--- config.mk ---
export PLATFORM = sky130hd
export DESIGN_NAME = eprg_ctrl
export DESIGN_NICKNAME = d
export VERILOG_FILES = /design/src/inc/eprg_pkg.sv /design/src/rtl/eprg_ctrl.sv
export VERILOG_INCLUDE_DIRS = /design/src /design/src/inc
export SDC_FILE = /design/constraint.sdc
export NUM_CORES = 1
export LEC_CHECK = 0
export BUFFER_PORTS_ARGS = -buffer_cell sky130_fd_sc_hd__buf_4
export CAP_MARGIN = 0
export CORE_ASPECT_RATIO = 0.75
export CORE_MARGIN = 3
export CORE_UTILIZATION = 55
export DETAILED_ROUTE_END_ITERATION = 8
export GPL_TIMING_DRIVEN = 0
export PLACE_DENSITY = 0.79
export SLEW_MARGIN = 20
export SYNTH_ARGS = -nofsm -noshare
export SYNTH_HDL_FRONTEND = slang
export SYNTH_SLANG_ARGS = --single-unit
--- constraint.sdc ---
create_clock -name ref_clk_i -period 4.01 [get_ports ref_clk_i]
set_input_delay 1.203 -clock ref_clk_i [delete_from_list [all_inputs] [get_ports ref_clk_i]]
set_output_delay 1.203 -clock ref_clk_i [all_outputs]
set_load 0.02 [all_outputs]
--- src/inc/eprg_params.svh ---
// Timing constants, pulse limit, blank byte and counter widths for the programmer controller
`ifndef EPRG_PARAMS_SVH
`define EPRG_PARAMS_SVH
`define EPRG_CLK_MHZ 100
`define EPRG_T_SETUP_US 2
`define EPRG_T_PW_MIN_US 95
`define EPRG_T_PW_MAX_US 105
`define EPRG_T_PW_NOM_US 100
`define EPRG_T_GLQV_NS 100
`define EPRG_T_GHQZ_NS 130
`define EPRG_CYC_SETUP (`EPRG_T_SETUP_US * `EPRG_CLK_MHZ)
`define EPRG_CYC_PW (`EPRG_T_PW_NOM_US * `EPRG_CLK_MHZ)
`define EPRG_CYC_PW_MIN (`EPRG_T_PW_MIN_US * `EPRG_CLK_MHZ)
`define EPRG_CYC_PW_MAX (`EPRG_T_PW_MAX_US * `EPRG_CLK_MHZ)
`define EPRG_CYC_GLQV ((`EPRG_T_GLQV_NS * `EPRG_CLK_MHZ + 999) / 1000)
`define EPRG_CYC_GHQZ ((`EPRG_T_GHQZ_NS * `EPRG_CLK_MHZ + 999) / 1000)
`define EPRG_MAX_PULSES 25
`define EPRG_BLANK_BYTE 8'hff
`define EPRG_CNT_W 16
`define EPRG_TRY_W 8
`endif

--- src/inc/eprg_pkg.sv ---
// Types shared by the programmer controller
package eprg_pkg;
    typedef enum logic [1:0] {
        EPRG_OP_PROG,
        EPRG_OP_VERIFY,
        EPRG_OP_SIG
    } eprg_op_t;

    typedef struct packed {
        eprg_op_t op;
        logic [18:0] addr;
        logic [7:0] data;
    } eprg_req_t;

    typedef struct packed {
        logic [7:0] data;
        logic fail;
        logic [7:0] pulses;
    } eprg_rsp_t;

    typedef struct packed {
        logic vpp_hi;
        logic vcc_hi;
        logic id_hv;
        logic cs_n;
        logic oe_n;
        logic [18:0] addr;
    } eprg_pins_t;
endpackage : eprg_pkg

--- src/rtl/eprg_ctrl.sv ---
// Programmer controller that writes, verifies and reads the signature of the memory
// Summary of operation
// - Write mode needs programming supply raised and chip select low.
// - Byte to write is driven on all eight byte lines during pulse.
// - Each write pulse holds chip select low 95 to 105 us.
// - Programming supply raised at least 2 us before chip select falls.
// - Release data drive, wait 2 us, then output gate low for verify.
// - Repeat 100 us pulses, verifying after each, until read-back matches; code gives up with fail after 25 pulses or when a bit needs 0 to 1.
// - No extra pulse after a passing verify.
// - Shared inputs across parts; each part has its own chip select. Code drives one part through a single cs_n.
// - Verify read with output gate low, chip select high, supplies raised.
// - Signature mode: high voltage on id_hv_line, supplies at 5V.
// - In signature mode all address lines low except sig_sel_line.
`timescale 1ns/1ps
`include "eprg_params.svh"
module eprg_ctrl (
    // Clock and reset
    input wire logic ref_clk_i,
    input wire logic rst_i,
    input wire logic clk_en_i,
    // Request side
    input wire logic req_valid_i,
    output logic req_ready_o,
    input eprg_pkg::eprg_req_t req_i,
    output logic rsp_valid_o,
    output eprg_pkg::eprg_rsp_t rsp_o,
    // Memory pins
    output eprg_pkg::eprg_pins_t pins_o,
    input wire logic [7:0] byte_lines_i,
    output logic [7:0] byte_lines_o,
    output logic byte_lines_oe_n_o
);
    // ****************************************
    // State
    // ****************************************
    typedef enum logic [2:0] {
        ST_IDLE, ST_SETUP, ST_PULSE, ST_HOLD, ST_GATE, ST_SAMPLE, ST_DONE
    } eprg_st_t;

    eprg_st_t st_r, st_nxt;
    eprg_pkg::eprg_req_t req_r, req_nxt;
    eprg_pkg::eprg_rsp_t rsp_r, rsp_nxt;
    eprg_pkg::eprg_pins_t pins_r, pins_nxt;
    logic [`EPRG_CNT_W-1:0] cnt_r, cnt_nxt;
    logic [7:0] dout_r, dout_nxt;
    logic drive_r, drive_nxt;
    logic rsp_v_r, rsp_v_nxt;

    function automatic logic [`EPRG_CNT_W-1:0] cyc(input int n);
        cyc = `EPRG_CNT_W'(n - 1);
    endfunction : cyc

    // Blank target is already met by the erased cell: no drive, no pulse
    function automatic logic needs_pulse(input eprg_pkg::eprg_req_t r);
        needs_pulse = (r.op == eprg_pkg::EPRG_OP_PROG) && (r.data != `EPRG_BLANK_BYTE);
    endfunction : needs_pulse

    // Idle pins: supplies at 5V, controls high, nothing driven
    function automatic eprg_pkg::eprg_pins_t idle_pins();
        idle_pins = '{vpp_hi: 1'b0, vcc_hi: 1'b0, id_hv: 1'b0, cs_n: 1'b1,
                      oe_n: 1'b1, addr: 19'h0};
    endfunction : idle_pins

    assign req_ready_o = (st_r == ST_IDLE);
    assign rsp_valid_o = rsp_v_r;
    assign rsp_o = rsp_r;
    assign pins_o = pins_r;
    assign byte_lines_o = dout_r;
    assign byte_lines_oe_n_o = ~drive_r;

    // ****************************************
    // Sequencer
    // ****************************************
    always_comb begin
        st_nxt = st_r;
        req_nxt = req_r;
        rsp_nxt = rsp_r;
        pins_nxt = pins_r;
        cnt_nxt = cnt_r;
        dout_nxt = dout_r;
        drive_nxt = drive_r;
        rsp_v_nxt = 1'b0;
        if (cnt_r != '0) begin
            cnt_nxt = cnt_r - 1'b1;
        end
        case (st_r)
            ST_IDLE: begin
                pins_nxt = idle_pins();
                drive_nxt = 1'b0;
                if (req_valid_i) begin
                    req_nxt = req_i;
                    rsp_nxt = '0;
                    cnt_nxt = cyc(`EPRG_CYC_SETUP);
                    st_nxt = ST_SETUP;
                    if (req_i.op == eprg_pkg::EPRG_OP_SIG) begin
                        pins_nxt.id_hv = 1'b1;
                        pins_nxt.addr = {18'h0, req_i.addr[0]};
                    end else begin
                        pins_nxt.vpp_hi = 1'b1;
                        pins_nxt.vcc_hi = 1'b1;
                        pins_nxt.addr = req_i.addr;
                        if (needs_pulse(req_i)) begin
                            dout_nxt = req_i.data;
                            drive_nxt = 1'b1;
                        end
                    end
                end
            end
            ST_SETUP: begin
                if (cnt_r == '0) begin
                    if (needs_pulse(req_r)) begin
                        pins_nxt.cs_n = 1'b0;
                        cnt_nxt = cyc(`EPRG_CYC_PW);
                        rsp_nxt.pulses = rsp_r.pulses + 1'b1;
                        st_nxt = ST_PULSE;
                    end else begin
                        // Blank target byte is already met by the erased cell
                        pins_nxt.oe_n = 1'b0;
                        cnt_nxt = cyc(`EPRG_CYC_GLQV);
                        st_nxt = ST_GATE;
                    end
                end
            end
            ST_PULSE: begin
                if (cnt_r == '0) begin
                    pins_nxt.cs_n = 1'b1;
                    cnt_nxt = cyc(`EPRG_CYC_SETUP);
                    st_nxt = ST_HOLD;
                end
            end
            ST_HOLD: begin
                // Data held after chip select rises, then released before gating
                if (cnt_r == '0) begin
                    if (drive_r) begin
                        drive_nxt = 1'b0;
                        cnt_nxt = cyc(`EPRG_CYC_SETUP);
                    end else begin
                        pins_nxt.oe_n = 1'b0;
                        cnt_nxt = cyc(`EPRG_CYC_GLQV);
                        st_nxt = ST_GATE;
                    end
                end
            end
            ST_GATE: begin
                if (cnt_r == '0) begin
                    st_nxt = ST_SAMPLE;
                end
            end
            ST_SAMPLE: begin
                rsp_nxt.data = byte_lines_i;
                pins_nxt.oe_n = 1'b1;
                cnt_nxt = cyc(`EPRG_CYC_GHQZ);
                st_nxt = ST_DONE;
                if (req_r.op == eprg_pkg::EPRG_OP_PROG
                    && byte_lines_i != req_r.data) begin
                    if ((~byte_lines_i & req_r.data) != 8'h0
                        || rsp_r.pulses == `EPRG_TRY_W'(`EPRG_MAX_PULSES)) begin
                        rsp_nxt.fail = 1'b1;
                    end else begin
                        dout_nxt = req_r.data;
                        cnt_nxt = cyc(`EPRG_CYC_GHQZ + `EPRG_CYC_SETUP);
                        st_nxt = ST_SETUP;
                    end
                end
            end
            ST_DONE: begin
                // Match ends the byte with no further pulse
                if (cnt_r == '0) begin
                    pins_nxt = idle_pins();
                    rsp_v_nxt = 1'b1;
                    st_nxt = ST_IDLE;
                end
            end
            default: st_nxt = ST_IDLE;
        endcase
        // Retry redrives data only once the output gate is back high
        // A blank target must stay released, or the gate would fall onto a driven bus
        if (st_r == ST_SETUP && needs_pulse(req_r) && pins_r.oe_n) begin
            drive_nxt = 1'b1;
        end
    end

    always_ff @(posedge ref_clk_i or posedge rst_i) begin
        if (rst_i) begin
            st_r <= ST_IDLE;
            req_r <= '0;
            rsp_r <= '0;
            pins_r <= '{vpp_hi: 1'b0, vcc_hi: 1'b0, id_hv: 1'b0, cs_n: 1'b1,
                        oe_n: 1'b1, addr: 19'h0};
            cnt_r <= '0;
            dout_r <= 8'h00;
            drive_r <= 1'b0;
            rsp_v_r <= 1'b0;
        end else if (clk_en_i) begin
            st_r <= st_nxt;
            req_r <= req_nxt;
            rsp_r <= rsp_nxt;
            pins_r <= pins_nxt;
            cnt_r <= cnt_nxt;
            dout_r <= dout_nxt;
            drive_r <= drive_nxt;
            rsp_v_r <= rsp_v_nxt;
        end
    end

    // ****************************************
    // Checks
    // ****************************************
    logic [`EPRG_CNT_W-1:0] pw_r;
    always_ff @(posedge ref_clk_i or posedge rst_i) begin
        if (rst_i) begin
            pw_r <= '0;
        end else if (clk_en_i) begin
            pw_r <= pins_r.cs_n ? '0 : pw_r + 1'b1;
        end
    end

    AST_NO_CONTENTION: assert property (@(posedge ref_clk_i) disable iff (rst_i)
        !(drive_r && !pins_r.oe_n)) else $error("byte lines driven while gate low");
    AST_PW_MAX: assert property (@(posedge ref_clk_i) disable iff (rst_i)
        pw_r <= `EPRG_CNT_W'(`EPRG_CYC_PW_MAX)) else $error("pulse too long");
    AST_PW_MIN: assert property (@(posedge ref_clk_i) disable iff (rst_i)
        clk_en_i && $rose(pins_r.cs_n) |-> $past(pw_r) >= `EPRG_CNT_W'(`EPRG_CYC_PW_MIN - 1))
        else $error("pulse too short");
    AST_VPP_BEFORE: assert property (@(posedge ref_clk_i) disable iff (rst_i)
        !pins_r.cs_n |-> pins_r.vpp_hi && pins_r.vcc_hi) else $error("pulse without supply");
    AST_DATA_IN_PULSE: assert property (@(posedge ref_clk_i) disable iff (rst_i)
        !pins_r.cs_n |-> drive_r && dout_r == req_r.data) else $error("no data in pulse");
    AST_VERIFY_CS: assert property (@(posedge ref_clk_i) disable iff (rst_i)
        !pins_r.oe_n |-> pins_r.cs_n) else $error("gate and select both low");
    AST_SIG_ADDR: assert property (@(posedge ref_clk_i) disable iff (rst_i)
        pins_r.id_hv |-> pins_r.addr[18:1] == 18'h0 && !pins_r.vpp_hi)
        else $error("signature address lines not low");
    AST_TRY_BOUND: assert property (@(posedge ref_clk_i) disable iff (rst_i)
        rsp_r.pulses <= `EPRG_TRY_W'(`EPRG_MAX_PULSES)) else $error("too many pulses");
    AST_NO_EXTRA: assert property (@(posedge ref_clk_i) disable iff (rst_i)
        st_r == ST_DONE |-> pins_r.cs_n) else $error("pulse after verify");

    COV_PROG: cover property (@(posedge ref_clk_i) rsp_v_r && req_r.op == eprg_pkg::EPRG_OP_PROG
        && !rsp_r.fail);
    COV_RETRY: cover property (@(posedge ref_clk_i) rsp_v_r && rsp_r.pulses > 8'h1);
    COV_FAIL: cover property (@(posedge ref_clk_i) rsp_v_r && rsp_r.fail);
    COV_SIG: cover property (@(posedge ref_clk_i) rsp_v_r && req_r.op == eprg_pkg::EPRG_OP_SIG);
endmodule : eprg_ctrl

==> impl_results.html, run 1 <==
<table>
<tr><th>Metric</th><th>Value</th></tr>
<tr><th colspan="2">Logic synthesis</th></tr>
<tr><td>Post-synth ARST share</td><td>100%</td></tr>
<tr><td>Top post-synthesis cells by count</td><td>82 x nand2_1, 77 x dfrtp_1, 31 x nor2_1</td></tr>
<tr><td>Number of warnings issued by yosys</td><td>0</td></tr>
<tr><td>Synthesized cell area</td><td>4560 µm²</td></tr>
<tr><td>Net count after synthesis</td><td>approximately 560</td></tr>
<tr><td>Part of the Yosys area used for sequential elements</td><td>about 43%</td></tr>
<tr><td>Main flop type after synthesis</td><td>dfrtp_1</td></tr>
<tr><td>Per-instance average area after synthesis</td><td>9.05 µm²</td></tr>
<tr><td>Yosys top cell by area</td><td>dfrtp_1</td></tr>
<tr><td>Most common cell in the netlist</td><td>nand2_1</td></tr>
<tr><td>Count of flip-flops with a built-in enable after synthesis</td><td>0</td></tr>
<tr><td>Top cells by area, synth</td><td>dfrtp_1 42%, nand2_1 6.8%, a22o_1 5.4%, ha_1 3.6%, mux2_2 3.0%</td></tr>
<tr><td>Register bit count reported by yosys</td><td>roughly 80</td></tr>
<tr><td>Yosys top cell area share</td><td>42.3%</td></tr>
<tr><td>Count of mapped cells out of synthesis</td><td>504</td></tr>
<tr><td>Synth unique cells</td><td>65</td></tr>
<tr><th colspan="2">Place</th></tr>
<tr><td>Number of cells in the design after placement</td><td>approximately 700</td></tr>
<tr><td>Routability-driven placement congestion ratio</td><td>0.937</td></tr>
<tr><td>HPWL after detailed placement</td><td>10100 µm</td></tr>
<tr><td>Count of buffers inserted at the top-level ports</td><td>91</td></tr>
<tr><th colspan="2">Die</th></tr>
<tr><td>Total die area</td><td>9430 µm²</td></tr>
<tr><td>Initial core utilization</td><td>57.1%</td></tr>
<tr><td>Horizontal die dimension</td><td>111 µm</td></tr>
<tr><td>Area of the core region</td><td>7990 µm²</td></tr>
<tr><td>Placement row count</td><td>28</td></tr>
<tr><td>Top-level I/O count</td><td>93</td></tr>
<tr><td>Y dimension of the die</td><td>about 85 µm</td></tr>
<tr><th colspan="2">Cells and area</th></tr>
<tr><td>Utilization of the core after routing</td><td>70.3%</td></tr>
<tr><td>Number of antenna diodes</td><td>0</td></tr>
<tr><td>Net count of the finished layout</td><td>661</td></tr>
<tr><td>Area taken by flip-flops and latches</td><td>1980 µm²</td></tr>
<tr><td>Final standard cell count with taps included and fillers excluded</td><td>717</td></tr>
<tr><td>P&amp;R area growth vs syn</td><td>23.1%</td></tr>
<tr><td>Combined area of the multi-input logic cells</td><td>2350 µm²</td></tr>
<tr><td>Number of filler instances in the final layout</td><td>approximately 640</td></tr>
<tr><td>Layout cell share with drive strength beyond 1</td><td>23.9%</td></tr>
<tr><th colspan="2">Global routing</th></tr>
<tr><td>Largest net degree at the start of global routing</td><td>57</td></tr>
<tr><td>Vias in the first global route</td><td>4349</td></tr>
<tr><td>GRT Overall Usage</td><td>about 30%</td></tr>
<tr><td>Initial antenna violation count</td><td>0</td></tr>
<tr><td>First-pass GRT wire length</td><td>22200 µm</td></tr>
<tr><td>Gr ovfl total</td><td>0</td></tr>
<tr><th colspan="2">Routing</th></tr>
<tr><td>Detailed-route wire length per cell</td><td>18.9 µm</td></tr>
<tr><td>Via count</td><td>4505</td></tr>
<tr><td>Antenna-violating nets left</td><td>0</td></tr>
<tr><td>Detailed Routing Iterations Pass 1</td><td>5</td></tr>
<tr><td>Total Wirelength</td><td>between 10000 and 15000 µm</td></tr>
<tr><td>Number of DRC markers after the initial detailed-route iteration</td><td>491</td></tr>
<tr><td>Vias per std cell</td><td>6.28</td></tr>
<tr><td>DRC violation count after routing</td><td>0</td></tr>
<tr><th colspan="2">Pwr</th></tr>
<tr><td>IR drop worst, VDD</td><td>443 µV</td></tr>
<tr><td>Static Leakage</td><td>0.00265 µW</td></tr>
<tr><td>Power per unit of standard cell area</td><td>around 750 nW/µm²</td></tr>
<tr><td>Post-layout total power</td><td>4210 µW</td></tr>
<tr><th colspan="2">Status</th></tr>
<tr><td>Run status</td><td>finished clean</td></tr>
<tr><th colspan="2">Timing</th></tr>
<tr><td>Final worst clock skew</td><td>~0.012 ns</td></tr>
<tr><td>Post-Route Hold Slack</td><td>0.507 ns</td></tr>
<tr><td>Rel. slew slack</td><td>between 30% and 40%</td></tr>
<tr><td>Number of setup violations in the final report</td><td>0</td></tr>
<tr><td>Total Neg Setup Slack</td><td>0 ns</td></tr>
<tr><td>Slew of the pin with the lowest slew margin</td><td>0.971 ns</td></tr>
<tr><td>Setup repair after global routing missed its margin</td><td>false</td></tr>
<tr><td>Final count of hold timing violations</td><td>0</td></tr>
<tr><td>Final worst-path cycle share</td><td>79.7%</td></tr>
<tr><td>Max-slew violation count</td><td>0</td></tr>
<tr><td>Final critical path time including I/O delays and setup</td><td>3.20 ns</td></tr>
<tr><td>Fmax</td><td>roughly 310 MHz</td></tr>
<tr><th colspan="2">Setup path</th></tr>
<tr><td>Critical path launch point type</td><td>input port</td></tr>
<tr><td>Number of cells on the worst reg-to-reg path</td><td>10</td></tr>
<tr><td>Critical path required time</td><td>4.26 ns</td></tr>
<tr><td>Worst Setup End Kind</td><td>flip-flop</td></tr>
<tr><td>Highest fanout seen on the critical path</td><td>8</td></tr>
<tr><td>Setup Crit Path Kind</td><td>in2reg</td></tr>
<tr><td>Data arrival time of the critical path</td><td>3.44 ns</td></tr>
<tr><th colspan="2">Clocking</th></tr>
<tr><td>Library cell used as clock root buffer</td><td>clkbuf_8</td></tr>
<tr><td>Number of buffers inserted by hold repair at cts</td><td>0</td></tr>
<tr><td>Clock tree buffer depth</td><td>2</td></tr>
<tr><td>Clock sink count</td><td>79</td></tr>
<tr><td>CTS resizes</td><td>0</td></tr>
<tr><td>Number of buffers added by the clock tree synthesis step</td><td>9</td></tr>
<tr><td>Total setup buffers inserted after CTS</td><td>0</td></tr>
<tr><td>Latest clock arrival within the worst-skew pair</td><td>about 0.37 ns</td></tr>
<tr><td>Clock slew at the register clock pins of the worst setup and hold paths</td><td>0.08 ns</td></tr>
<tr><td>Number of H-tree branching levels</td><td>3</td></tr>
<tr><td>CTS tree</td><td>built</td></tr>
<tr><th colspan="2">Flow run</th></tr>
<tr><td>Max-capacitance violation count</td><td>0</td></tr>
<tr><th colspan="2">Hold path</th></tr>
<tr><td>Worst hold path depth</td><td>1</td></tr>
<tr><td>Min-Delay Path Class</td><td>reg2reg</td></tr>
</table>
-- cell type report --
type / instances / share of cell area (%)
clock inverters: 5 / 1.00
multi-input cells: 372 / 41.9
repair buffers: 92 / 12.7
inverters: 22 / 1.52
clock buffers: 11 / 2.70
well taps: 105 / 2.34
plain buffers: 31 / 2.63
flip-flops and latches: 79 / 35.3
-- logic make-up (layout without fill, tap and decap cells) --
logic type | count (synthesis) | after routing | synth area share [%]
DFF | 79 | 79 | 43.4
adders and majority gates | 13 | 13 | 3.57
muxes | 12 | 12 | 2.96
buffers and inverters | 53 | 161 | 5.05
xor gates and xnor gates | 3 | 3 | 0.576
and+or+nand+nor | 211 | 211 | 23.8
AOI/OAI and AO/OA | 133 | 133 | 20.6
-- metrics by stage --
stage	setup WS (ns)	cell area, µm²
after floorplan	0.787	4560
after global placement	-0.235	5370
after detailed placement	0.458	5400
after CTS	0.840	5610
after global routing	0.557	5610
final	0.813	5610
-- report_power, final --
group / switching, µW / internal, µW / total, µW
clock network: 310 / 321 / 631
logic: 1280 / 910 / 2190
registers: 291 / 1110 / 1400
-- final timing paths --
check | endpoint | slack, ns | startpoint
worst max-delay path | byte_lines_o[7] | 0.81 | byte_lines_i[0]
worst min-delay path | pins_o[15] | 0.51 | pins_o[15]
worst max register to register | cnt_r[0] | 1.19 | cnt_r[0]
worst min register to register | pins_o[15] | 0.51 | pins_o[15]
max in group asynchronous | cnt_r[9] | 2.63 | rst_i
min in group asynchronous | drive_r | 0.80 | rst_i
-- state kept, by name, indices dropped and copies added, names as in the netlist --
signal and count:
rsp_valid_o 1, drive_r 1, cnt_r 16, st_r 3, byte_lines_o 8, req_r 10, rsp_o 17, pins_o 23
-- cells in the final DEF (no fill, tap or decap), drive strengths merged, types with 7 or more instances in the layout --
cell type    n
buf        104
nand2       82
dfrtp       77
nor2        32
clkbuf      30
a22o        28
a21oi       26
o21ai       23
inv         22
nor3        16
ha          13
nand3       12
nand4       12
mux2        12
nor4        12
or3          7
-- critical path: stages --
cell and delay, ns:
buf_4 0.09, inv_1 0.05, ha_1 0.19, nor4_1 0.32, nand2_1 0.13, nor3_1 0.80
o21ai_2 0.31, mux2_2 0.36
-- routing by layer --
metal	GRT usage (%)	part of all wire, %	vias up
li1	-	-	2059
met1	43.2	45	2154
met2	41.4	42	263
met3	9.05	11	29
met4	11.8	2.3	0
met5	0	0	-
No activity file was read; power rests on OpenSTA's default activity.
==> inputs of run 2 (changes only) <==
==> constraint.sdc (replaced) <==
create_clock -name ref_clk_i -period 3 [get_ports ref_clk_i]
set_input_delay 0.9 -clock ref_clk_i [delete_from_list [all_inputs] [get_ports ref_clk_i]]
set_output_delay 0.9 -clock ref_clk_i [all_outputs]
set_load 0.02 [all_outputs]
==> run 2 against run 1 <==
  * Final area increased by 0.36%
  * Register-to-register slack got worse by 0.95 ns
  * Utilization increased by 0.25 points
  * Die area unchanged
  * Via count increased by 0.67%
  * Power increased by 34%
  * Hold slack got worse by 0.013 ns
  * Clock-buffer cell count unchanged
  * Sequential cell count unchanged
  * Largest power group unchanged
==> impl_results.html, run 2 (same netlist as run 1, synthesis figures left out) <==
<table>
<tr><th>Metric</th><th>Value</th></tr>
<tr><th colspan="2">Clocking</th></tr>
<tr><td>Library cell used as clock root buffer</td><td>clkbuf_8</td></tr>
<tr><td>Clock slew at the register clock pins of the worst setup and hold paths</td><td>0.08 ns (about the same)</td></tr>
<tr><td>Latest clock arrival within the worst-skew pair</td><td>0.36 ns (about the same)</td></tr>
<tr><td>Number of H-tree branching levels</td><td>3 (unchanged)</td></tr>
<tr><td>Clock sink count</td><td>79 (unchanged)</td></tr>
<tr><td>CTS tree</td><td>built</td></tr>
<tr><td>Number of buffers added by the clock tree synthesis step</td><td>9 (unchanged)</td></tr>
<tr><td>Number of buffers inserted by hold repair at cts</td><td>0 (unchanged)</td></tr>
<tr><td>Clock tree buffer depth</td><td>2 (unchanged)</td></tr>
<tr><th colspan="2">Cells and area</th></tr>
<tr><td>Top library cells by usage in the layout, fill and taps aside</td><td>96 x buf_4, 82 x nand2_1, 77 x dfrtp_1, 31 x nor2_1, 28 x a22o_1</td></tr>
<tr><td>Flip-flop count of the largest register after layout</td><td>23 (unchanged)</td></tr>
<tr><td>Final standard cell count with taps included and fillers excluded</td><td>719 (+0.28%)</td></tr>
<tr><td>Most common cell after layout, fill and taps aside</td><td>buf_4</td></tr>
<tr><td>Number of antenna diodes</td><td>0 (unchanged)</td></tr>
<tr><td>Cell area after layout</td><td>5630 µm² (+0.36%)</td></tr>
<tr><td>Net count of the finished layout</td><td>663 (+0.30%)</td></tr>
<tr><td>Layout cell share with drive strength beyond 1</td><td>24.3% (+0.41 points)</td></tr>
<tr><td>P&amp;R area growth vs syn</td><td>23.5%</td></tr>
<tr><th colspan="2">Setup path</th></tr>
<tr><td>Highest fanout seen on the critical path</td><td>5 (-3)</td></tr>
<tr><td>Worst Setup End Kind</td><td>flip-flop</td></tr>
<tr><td>Critical path launch point type</td><td>flip-flop</td></tr>
<tr><td>Data arrival time of the critical path</td><td>2.98 ns (-0.46 ns)</td></tr>
<tr><td>Critical path required time</td><td>3.22 ns (-1.04 ns)</td></tr>
<tr><td>R2r setup slk</td><td>0.24 ns (-0.95 ns)</td></tr>
<tr><td>Setup Crit Path Kind</td><td>reg2reg</td></tr>
<tr><th colspan="2">Routing</th></tr>
<tr><td>Detailed Routing Iterations Pass 1</td><td>5 (unchanged)</td></tr>
<tr><td>Detailed-route wire length per cell</td><td>19.0 µm (+0.24%)</td></tr>
<tr><td>Total Wirelength</td><td>13700 µm (+0.52%)</td></tr>
<tr><td>Vias per std cell</td><td>6.31 (+0.39%)</td></tr>
<tr><td>Via count</td><td>4535 (+0.67%)</td></tr>
<tr><td>Number of DRC markers after the initial detailed-route iteration</td><td>438 (-11%)</td></tr>
<tr><td>Antenna-violating nets left</td><td>0 (unchanged)</td></tr>
<tr><td>DRC violation count after routing</td><td>0 (unchanged)</td></tr>
<tr><th colspan="2">Pwr</th></tr>
<tr><td>Internal power contribution</td><td>3120 µW (+34%)</td></tr>
<tr><td>Fraction of power consumed by the clock network</td><td>14.9% (about the same)</td></tr>
<tr><td>Static Leakage</td><td>0.00266 µW (+0.45%)</td></tr>
<tr><td>IR drop worst, VDD</td><td>592 µV (+34%)</td></tr>
<tr><td>Comb power frac</td><td>52.0% (about the same)</td></tr>
<tr><td>Power per unit of standard cell area</td><td>1000 nW/µm² (+33%)</td></tr>
<tr><td>Fraction of power spent switching nets</td><td>44.6% (about the same)</td></tr>
<tr><td>Net load switching power</td><td>2510 µW (+34%)</td></tr>
<tr><td>Sequential group share of total power</td><td>33.1% (about the same)</td></tr>
<tr><th colspan="2">Flow run</th></tr>
<tr><td>Max-capacitance violation count</td><td>0 (unchanged)</td></tr>
<tr><th colspan="2">Place</th></tr>
<tr><td>Count of buffers inserted at the top-level ports</td><td>91 (unchanged)</td></tr>
<tr><td>HPWL after detailed placement</td><td>10100 µm (unchanged)</td></tr>
<tr><td>Number of cells in the design after placement</td><td>701 (unchanged)</td></tr>
<tr><td>Routability-driven placement congestion ratio</td><td>0.937 (unchanged)</td></tr>
<tr><td>Instance area at placement</td><td>5400 µm² (unchanged)</td></tr>
<tr><th colspan="2">Global routing</th></tr>
<tr><td>Gr ovfl total</td><td>0 (unchanged)</td></tr>
<tr><td>Vias in the first global route</td><td>4349 (unchanged)</td></tr>
<tr><td>Largest net degree at the start of global routing</td><td>57 (unchanged)</td></tr>
<tr><td>First-pass GRT wire length</td><td>22200 µm (unchanged)</td></tr>
<tr><td>GRT Overall Usage</td><td>29.6% (unchanged)</td></tr>
<tr><td>Initial antenna violation count</td><td>0 (unchanged)</td></tr>
<tr><th colspan="2">Timing</th></tr>
<tr><td>Setup repair after global routing missed its margin</td><td>false</td></tr>
<tr><td>Slew of the pin with the lowest slew margin</td><td>0.805 ns (-0.166 ns)</td></tr>
<tr><td>Final critical path time including I/O delays and setup</td><td>2.76 ns</td></tr>
<tr><td>Final worst-path cycle share</td><td>91.9%</td></tr>
<tr><td>Rel. slew slack</td><td>46.1% (+11 points)</td></tr>
<tr><td>Max-slew violation count</td><td>0 (unchanged)</td></tr>
<tr><td>Final worst clock skew</td><td>0.00778 ns (-0.00390 ns)</td></tr>
<tr><td>Number of setup violations in the final report</td><td>0 (unchanged)</td></tr>
<tr><td>Fmax</td><td>363 MHz</td></tr>
<tr><td>Final count of hold timing violations</td><td>0 (unchanged)</td></tr>
<tr><th colspan="2">Status</th></tr>
<tr><td>Run status</td><td>finished clean</td></tr>
<tr><th colspan="2">Hold path</th></tr>
<tr><td>Min-Delay Path Class</td><td>in2async</td></tr>
<tr><th colspan="2">Die</th></tr>
<tr><td>Initial core utilization</td><td>57.1% (unchanged)</td></tr>
<tr><td>Area of the core region</td><td>7990 µm² (unchanged)</td></tr>
<tr><td>Placement row count</td><td>28 (unchanged)</td></tr>
<tr><td>Y dimension of the die</td><td>84.9 µm (unchanged)</td></tr>
<tr><td>Total die area</td><td>9430 µm² (unchanged)</td></tr>
<tr><td>Top-level I/O count</td><td>93 (unchanged)</td></tr>
<tr><td>Horizontal die dimension</td><td>111 µm (unchanged)</td></tr>
</table>
## run 2: area by class of cell
type	count	area [µm²]
fillers	635	2360
multi-input cells	372	2350
flip-flops and latches	79	1980
repair buffers	94	726
clock buffers	11	151
plain buffers	31	148
well taps	105	131
inverters	22	85.1
clock inverters	5	56.3
## run 2: stage by stage
step,util [%],TNS (ns),setup WS [ns],power (µW),hold WS [ns]
after global routing,70.5,0,0.0591,6010,0.504
after CTS,70.3,0,0.133,5600,0.493
after global placement,67.3,-74.13,-0.942,4640,0.484
final,70.5,0,0.242,5640,0.494
after detailed placement,67.7,-1.89,-0.249,4750,0.485
after floorplan,-,0,0.0799,3730,0.461
## run 2: worst max-delay path, cell delays in order (launching register included)
cell and delay, ns:
dfrtp_1 0.48, inv_1 0.14, ha_1 0.23, or4b_1 0.53, nor4_4 0.29, buf_4 0.18
inv_1 0.06, ha_1 0.28, nor2_1 0.09, o221ai_1 0.13, o2111ai_1 0.13, o21ai_0 0.10
## run 2: power groups by stage
stage	sequential, µW	combinational, µW	clock (µW)
after floorplan	2070	1660	0
after global placement	1840	2800	0
after detailed placement	1870	2880	0
after CTS	1850	2890	852
after global routing	1920	3190	900
final	1870	2930	842
## run 2: timing repair
action | in CTS | in global routing
setup buffers | 0 | 2
endpoints found under the setup margin | 0 | 9
gates resized for setup | 0 | 1
## run 2: routing by layer
layer,vias to the layer above,GRT usage [%],routed length (µm)
li1,2069,-,-
met1,2196,43.2,6070
met2,241,41.4,5790
met3,29,9.05,1500
met4,0,11.8,307
met5,-,0,0
## run 2: final timing paths
path | startpoint | to | cells past startpoint
worst max-delay path | cnt_r[1] | cnt_r[0] | 11
worst min-delay path | rst_i | pins_o[15] | 2
worst max register to register | cnt_r[1] | cnt_r[0] | 11
worst min register to register | pins_o[15] | pins_o[15] | 1
max in group asynchronous | rst_i | cnt_r[9] | 3
min in group ref_clk_i | pins_o[15] | pins_o[15] | 1
